<file path="src/logic/led_train_cfg.svh">
// Purpose: timing and limit constants of the training capture block
// Assumes: 125 MHz clock
// Notes:   the time base tick is 1 ms, off counts in 10 ms steps
`ifndef LED_TRAIN_CFG_SVH
`define LED_TRAIN_CFG_SVH
`define CLK_PERIOD_NS 8
`define TICK_NS       1000000
`define TICK_CYC      (`TICK_NS / `CLK_PERIOD_NS)
`define OFF_STEP_TICKS 4'h9
`define ON_SAT        8'hff
`define OFF_SAT       8'hfa
`define PAIR_LAST     2'h2
`endif

</file>
<file path="src/logic/led_train_pkg.sv">
// Purpose: types of the training capture block
// Assumes: one-hot state codes
// Notes:   all state sits in one packed struct
package led_train_pkg;
  typedef enum logic [4:0] {
    ST_IDLE = 5'b0_0001,
    ST_ARM  = 5'b0_0010,
    ST_ON   = 5'b0_0100,
    ST_OFF  = 5'b0_1000,
    ST_HOLD = 5'b1_0000
  } state_type;

  typedef struct packed {
    state_type       st;       // capture phase
    logic [23:0]     pre;      // clock prescaler
    logic [3:0]      dec;      // 1 ms ticks within one off step
    logic            tick_on;  // 1 ms step
    logic            tick_off; // 10 ms step
    logic [7:0]      on_cnt;   // running on interval
    logic [7:0]      off_cnt;  // running off interval
    logic [1:0]      slot;     // pairs recorded
    logic [2:0][7:0] on_t;     // stored on intervals
    logic [2:0][7:0] off_t;    // stored off intervals
    logic            led;      // led drive
    logic            prev;     // last command level
    logic            busy;     // training active
    logic            prog;     // sequence valid
  } train_type;
endpackage
</file>
<file path="src/logic/led_train_capture.sv">
// Purpose: training capture of a one-wire blink programmer
// Assumes: command decoder supplies start and end pulses
// Notes:   all outputs are registered, one cycle behind the line
//
// Functional notes
// - led mirrors command line while training, except while the line stays high after an on saturation
// - store one to three on/off pairs
// - on saturation records max, starts off timing
// - on saturation turns led off at once
// - off capture ends by end command, rise or off saturation
// - rise records off, starts next on capture unless the memory is full
// - high past off timeout saturates off counter
// - after off saturation wait fall, then standby
// - off saturates without end or new on
`timescale 1ns/10ps
`include "led_train_cfg.svh"

module led_train_capture
  import led_train_pkg::*;
#(
  parameter int TICK_CYCLES = `TICK_CYC // 1 ms time base in clocks
) (
  // clock and reset
  input  wire logic            clk,
  input  wire logic            nrst,
  // command line and decoded commands
  input  wire logic            ctrl,
  input  wire logic            train_start,
  input  wire logic            train_end,
  // led and stored sequence
  output logic                 led_out,
  output logic                 training,
  output logic                 programmed,
  output logic [1:0]           pair_cnt,
  output logic [2:0][7:0]      on_time,
  output logic [2:0][7:0]      off_time
);

  // ----------------------------------------------------------------
  // state
  // ----------------------------------------------------------------
  train_type q;  // registered state
  train_type d;  // next state
  logic      rise; // command line went high
  logic      fall; // command line went low

  // edge detect against the registered level
  assign rise = ctrl & ~q.prev;
  assign fall = ~ctrl & q.prev;

  // ----------------------------------------------------------------
  // next state
  // ----------------------------------------------------------------
  // the prescaler runs free so no start command resets the tick phase;
  // the first step of an interval may therefore be up to one step short, 1 ms for on and 10 ms for off
  always_comb begin
    d          = q;
    d.prev     = ctrl;
    d.led      = 1'b0;
    d.tick_on  = 1'b0;
    d.tick_off = 1'b0;
    // free-running time base
    if (q.pre == 24'(TICK_CYCLES - 1)) begin
      d.pre     = 24'h00_0000;
      d.tick_on = 1'b1;
      if (q.dec == `OFF_STEP_TICKS) begin
        d.dec      = 4'h0;
        d.tick_off = 1'b1;
      end else begin
        d.dec = q.dec + 4'h1;
      end
    end else begin
      d.pre = q.pre + 24'h00_0001;
    end
    unique case (q.st)
      // standby: a start command clears the memory
      ST_IDLE: begin
        if (train_start) begin
          d.st    = ST_ARM;
          d.slot  = 2'h0;
          d.on_t  = '0;
          d.off_t = '0;
        end
      end
      // waiting for the first rising edge
      ST_ARM: begin
        d.led = ctrl;
        if (train_end) begin
          d.st = ST_IDLE; // empty sequence stays unprogrammed
        end else if (rise) begin
          d.st     = ST_ON;
          d.on_cnt = 8'h00;
        end
      end
      // on capture
      ST_ON: begin
        d.led = ctrl;
        if (train_end) begin
          d.st = ST_IDLE; // open on interval is dropped
        end else if (fall) begin
          d.on_t[q.slot] = q.on_cnt;
          d.st           = ST_OFF;
          d.off_cnt      = 8'h00;
        end else if (q.on_cnt == `ON_SAT) begin
          d.on_t[q.slot] = `ON_SAT;
          d.st           = ST_OFF;
          d.off_cnt      = 8'h00;
          d.led          = 1'b0; // line may still be high
        end else if (q.tick_on) begin
          d.on_cnt = q.on_cnt + 8'h01; // stops at max
        end
      end
      // off capture
      ST_OFF: begin
        if (train_end) begin
          d.off_t[q.slot] = q.off_cnt;
          d.slot          = q.slot + 2'h1;
          d.st            = ST_IDLE;
        end else if (rise) begin
          d.off_t[q.slot] = q.off_cnt;
          d.slot          = q.slot + 2'h1;
          d.on_cnt        = 8'h00;
          // memory full: no room for a fourth pair
          d.st            = (q.slot == `PAIR_LAST) ? ST_IDLE : ST_ON;
          d.led           = (q.slot != `PAIR_LAST);
        end else if (q.off_cnt == `OFF_SAT) begin
          d.off_t[q.slot] = `OFF_SAT;
          d.slot          = q.slot + 2'h1;
          d.st            = ST_HOLD;
        end else if (q.tick_off) begin
          d.off_cnt = q.off_cnt + 8'h01;
        end
      end
      // saturated off: wait for the line to drop
      ST_HOLD: begin
        if (!ctrl) begin
          d.st = ST_IDLE;
        end
      end
    endcase
    d.busy = (d.st != ST_IDLE);
    d.prog = (d.slot != 2'h0);
  end

  // ----------------------------------------------------------------
  // registers
  // ----------------------------------------------------------------
  // reset loads constants only; the line level is caught after release
  always_ff @(posedge clk or negedge nrst) begin
    if (!nrst) begin
      q    <= '0;
      q.st <= ST_IDLE;
    end else begin
      q <= d;
    end
  end

  // outputs straight from the state flops
  assign led_out    = q.led;
  assign training   = q.busy;
  assign programmed = q.prog;
  assign pair_cnt   = q.slot;
  assign on_time    = q.on_t;
  assign off_time   = q.off_t;
endmodule

</file>
<file path="config.mk">
export PLATFORM = sky130hd
export DESIGN_NAME = led_train_capture
export DESIGN_NICKNAME = d
export VERILOG_FILES = /design/src/logic/led_train_pkg.sv /design/src/logic/led_train_capture.sv
export VERILOG_INCLUDE_DIRS = /design/src /design/src/logic
export SDC_FILE = /design/constraint.sdc
export NUM_CORES = 1
export LEC_CHECK = 0
export BUFFER_PORTS_ARGS = -buffer_cell sky130_fd_sc_hd__buf_2
export CORE_ASPECT_RATIO = 1.75
export CORE_MARGIN = 3
export CORE_UTILIZATION = 53
export CTS_CLUSTER_SIZE = 28
export DETAILED_ROUTE_END_ITERATION = 12
export PLACE_DENSITY = 0.8
export REMOVE_ABC_BUFFERS = 1
export SETUP_SLACK_MARGIN = 0.5
export SLEW_MARGIN = 15
export SYNTH_ARGS = -nofsm -noshare
export SYNTH_HDL_FRONTEND = slang
export SYNTH_SLANG_ARGS = --single-unit
</file>
<file path="constraint.sdc">
create_clock -name clk -period 2.15 [get_ports clk]
set_clock_uncertainty 0.2 [all_clocks]
set_input_delay 0.3225 -clock clk [delete_from_list [all_inputs] [get_ports clk]]
set_output_delay 0.3225 -clock clk [all_outputs]
set_load 0.005 [all_outputs]
</file>
After elaboration in Yosys (flattened, before gate mapping)

Cells that the tools add are included.

Logic and storage cells: 120
Input bits: 5
Register bits: 105

Eq/ne operators: 24
Multiplexer cells: 53
Reduce and logical (&&, ||, !) cells: 10
Add/subtract/negate cells: 5
Order comparisons: 2
Bitwise gates (word level): 8

Operators with widths:

| cell                                             | count |
|---|---|
| 2-to-1 mux 24 bit                                | 7 |
| case mux 24 bit (2 select lines)                 | 2 |
| 2-to-1 mux 8 bit                                 | 11 |
| 2-to-1 mux 5 bit                                 | 10 |
| 2-to-1 mux 50 bit                                | 1 |
| bitwise mux 24 bit                               | 2 |
| 2-to-1 mux 16 bit                                | 2 |
| case mux 5 bit (5 select lines)                  | 1 |
| adder 24 x 1 -> 24 bit (second input constant)   | 1 |
| == test 24 x 17 -> 1 bit (second input constant) | 1 |
| bitwise OR 24 bit                                | 1 |
| case mux 8 bit (3 select lines)                  | 1 |
| inequality test 2 bit (second input constant)    | 11 |
| bitwise OR 18 bit                                | 1 |
| adder 8 x 1 -> 8 bit (second input constant)     | 2 |
| demux 8 bit (select 2 bit)                       | 1 |
| == test 8 bit (second input constant)            | 2 |
| case mux 8 bit (2 select lines)                  | 1 |
| AND reduction 7 bit                              | 2 |
| 2-to-1 mux 2 bit                                 | 4 |
| nonzero test 2 bit                               | 4 |
| bitwise AND 6 bit                                | 1 |
| 2-to-1 mux 1 bit                                 | 6 |
| inverter 6 bit                                   | 1 |
| 24 further kinds                                 | 26 |

Longest topological paths before layout

Depth after elaboration: 10
Depth in mapped cells: 9
Mapped depth without buffers: 7

Worst setup path after synthesis

No wires, ideal clock.

Kind: flip-flop to flip-flop
Start point: register q[102] (netlist name)
End point: register q, in the netlist training
Library setup time: 0.139 ns
Clock period less this slack: 2.292 ns
Slack: -0.142 ns
Data required time: 1.811 ns
Cell stages (with the launch flop): 7
Arrival: 1.954 ns
Path through: dfrtp_1 buf_2 or3_4 or4b_4 o221ai_2 nand3_1 or4_1

RTL lines:

| element         | RTL line                | RTL |
|---|---|---|
| start, declared | led_train_capture.sv:42 | `train_type q;` |

==> metrics.cfg <==
[status]
status = finished with violations
violations = setup timing

[power]
comb_power_share_pct = 35.2
leakage_nw = 3.82
fin_total_pwr_mw = 6.32
seq_power_share_pct = 37.7
p_sw_share_pct = 34.7
power_density_nw_per_um2 = 768
vdd_drop_max_mv = 0.788
p_int_mw = 4.13
power.switching_mw = 2.19
power.share.clock_pct = 27.2

[floorplanning]
dieArea_sq_um = 11400
rows = 48
die_w_um = 82.1
core-area_sq_um = 9910
die_h_um = 139
initial_utilization_pct = 54.2
io_pins = 58

[synthesis]
yosys_warnings = 0
netlist_instances = 528
syn_area_per_cell_sq_um = 10.2
ys_seq_elements = 105
synth_flop_cell = dfrtp_1
syn_area_sq_um = 5380
ys_seq_area_share_pct = 48.9
ys_types = 56
synth-edff-count = 0
synthArstFlopShare_pct = 100

[worst_setup_path]
slowest_stage = nor4_2
crit_fanout = 8
end_kind = register
worstPathArrival_ps = 2620
crit_path_start_kind = register
crit_chain = buf_6, nor4_2, nor3b_1, a31oi_2, o31ai_4, or4_1
crit_type = register to register
slowest_delay_ps = 590
required_ps = 2180

[global_route]
overflow = 0
grt_pass1_wl_um = 25800
track_usage_pct = 29.4
antenna_found_initial = 0
grt_max_degree = 44
grt_pass1_vias = 5253

[clocking]
h-tree-depth = 3
cts-root-buf = clkbuf_16
clk_latency_ps = 360
clkSinkCount = 105
numCtsBuffers = 9
cts.clk_slew.worst_paths_ps = 80
clockBufferDepth = 2
tritoncts = yes

[cells_and_area]
final_design_area_no_fill_sq_um = 8230
area_growth_pct = 53.1
final_nets = 704
fin_util_pct = 83.1
num_antenna_cells = 0
fill_cells = 421
drive_gt1_share_pct = 57.7

[drt]
drt_wl_total_um = 21500
drtIter0Drc = 543
avgRoutedWirePerCell_um = 26.2
num_vias = 5417
drcViolationCount = 0
vias_per_cell = 6.59
firstDrtPassIters = 6
antenna_left = 0

[placed_design]
dpl.hpwl_um = 9220
port_buffers = 57
finalWeightedCongestion = 0.908
placed_area_sq_um = 6090
dp_slack_ps = -158

[job]
drv_cap = 0

[timing]
relSlewSlack_pct = 58.0
finalSetupViolCount = 71
hold_viol_final = 0
slew_violations = 0
clock.fmax_ghz = 0.386
period_needed_ps = 2590
rsz0062_at_grt = true
setup_slack_ps = -444
worst_slew_pin_slew_ps = 625
tns_ps = -12930
period_share_pct = 121

[worst_hold_path]
min_path_type = primary input to register

cell usage after synthesis, types with 2 or more instances:
cell type,instances,area (sq um)
xor2_1,14,123
nand2b_1,8,50.1
nor2b_1,8,50.1
nor4b_1,2,17.5
buf_6,4,45.0
o22a_1,5,43.8
or4_1,4,30.0
mux2_2,3,33.8
or3_1,3,18.8
a31oi_1,3,18.8
dfrtp_1,104,2600
and3_1,6,37.5
xnor2_1,12,105
o21ai_0,16,80.1
a22o_1,2,17.5
mux2i_1,7,70.1
nand3_1,18,90.1
buf_4,51,383
nor4_2,2,25.0
o2bb2ai_1,27,236
o31ai_1,10,75.1
or4_4,2,22.5
buf_2,5,25.0
nand2_1,27,101
a21oi_1,12,60.1
nor3_1,9,45.0
and2_1,2,12.5
a22oi_1,2,15.0
nand4_1,10,62.6
a211oi_1,18,135
clkbuf_1,12,45.0
a221oi_1,2,17.5
ha_1,7,87.6
a211oi_4,3,60.1
nor4_1,5,31.3
nor2_1,67,251
nor3b_1,2,15.0
inv_1,16,60.1
worst paths after layout:
path,slack [ps],startpoint,cells after the start,end
worst max-delay path,-440,q[103]$_DFF_PN0_,6,training$_DFF_PN0_
worst min-delay path,180,ctrl,2,led_out$_DFF_PN0_
worst max register to register,-440,q[103]$_DFF_PN0_,6,training$_DFF_PN0_
min in group asynchronous,260,nrst,2,on_time[5]$_DFFE_PN0P_
worst min register to register,290,q[99]$_DFF_PN0_,1,q[99]$_DFF_PN0_
max in group asynchronous,890,nrst,3,off_time[20]$_DFFE_PN0P_
per-layer routing:
metal	part of all wire, %	track usage [%]	vias to the layer above
li1	-	-	2152
met1	34	32.1	2655
met2	50	49.5	421
met3	7.7	6.28	189
met4	8.4	19.1	0
met5	0	0	-
what timing repair did:
action                                  CTS  global route
hold endpoints to repair                 30             0
cloned                                    3             2
resized for setup                       124           139
pin swaps                                56            47
setup buffers                            29            39
endpoints found under the setup margin   97            99
hold buffers                              2             0
cell usage in the layout (no fill, tap or decap), drive strengths merged, types with 3 or more instances in the layout:
cell type	Yosys	final
mux2i	7	7
o21ai	17	17
nor3	10	10
nand4	10	10
nor2	67	67
o31ai	10	10
clkinv	0	4
clkbuf	12	11
and3	6	6
ha	7	7
inv	16	18
nand2b	8	8
xnor2	12	12
a31oi	3	3
o2bb2ai	27	27
or3	4	4
a21oi	12	12
nor2b	8	8
buf	60	221
a211oi	21	21
or4	6	6
nor4	7	7
nand3	18	18
dfrtp	104	104
o22a	5	5
nand2	28	28
mux2	3	3
xor2	14	14
state kept, by name, summed over array words and instances, names as in the netlist:
register and cells:
led_out 1, on_time 24, training 1, q 52
pair_cnt 2, off_time 24, programmed 1
through the flow:
step           hold slack (ps)  std cells
2_1_floorplan             -173        456
3_3_place_gp              85.9        731
3_5_place_dp              95.1        731
4_1_cts                    118        781
5_1_grt                    160        822
6_report                   179        822
final cells by class:
cell class              count  area [sq um]  area share, %
inverters                  16          60.1          0.730
repair buffers            225          1870           22.7
well taps                 125           156           1.90
clock inverters             7          78.8          0.958
clock buffers               9           225           2.74
multi-input cells         335          3210           39.0
flip-flops and latches    105          2630           32.0
cell families (layout without fill, tap and decap cells):
group           count (synthesis)  in the layout  share of synthesized area, %
fa+ha+maj                       7              7                          1.63
compound gates                109            109                          15.6
xor+xnor                       26             26                          4.24
mux                            10             10                          1.93
buf+inv                        88            257                          10.4
flops                         105            105                          48.9
simple gates                  183            183                          17.3
power groups by stage:
stage / clock network (mW) / logic, mW / registers (mW)
after floorplan: 0 / 0.545 / 2.40
final: 1.72 / 2.22 / 2.38
after CTS: 1.68 / 1.47 / 2.32
after detailed placement: 0 / 1.31 / 2.35
after global placement: 0 / 1.26 / 2.34
after global routing: 1.82 / 2.31 / 2.39
critical path, delay by kind of cell (launching register included):
family / cells / cell delay [ps]
simple gates: 3 / 1290
compound gates: 2 / 370
flops: 1 / 430
buf+inv: 1 / 160
Note: power is estimated with default switching activity, not from simulation.
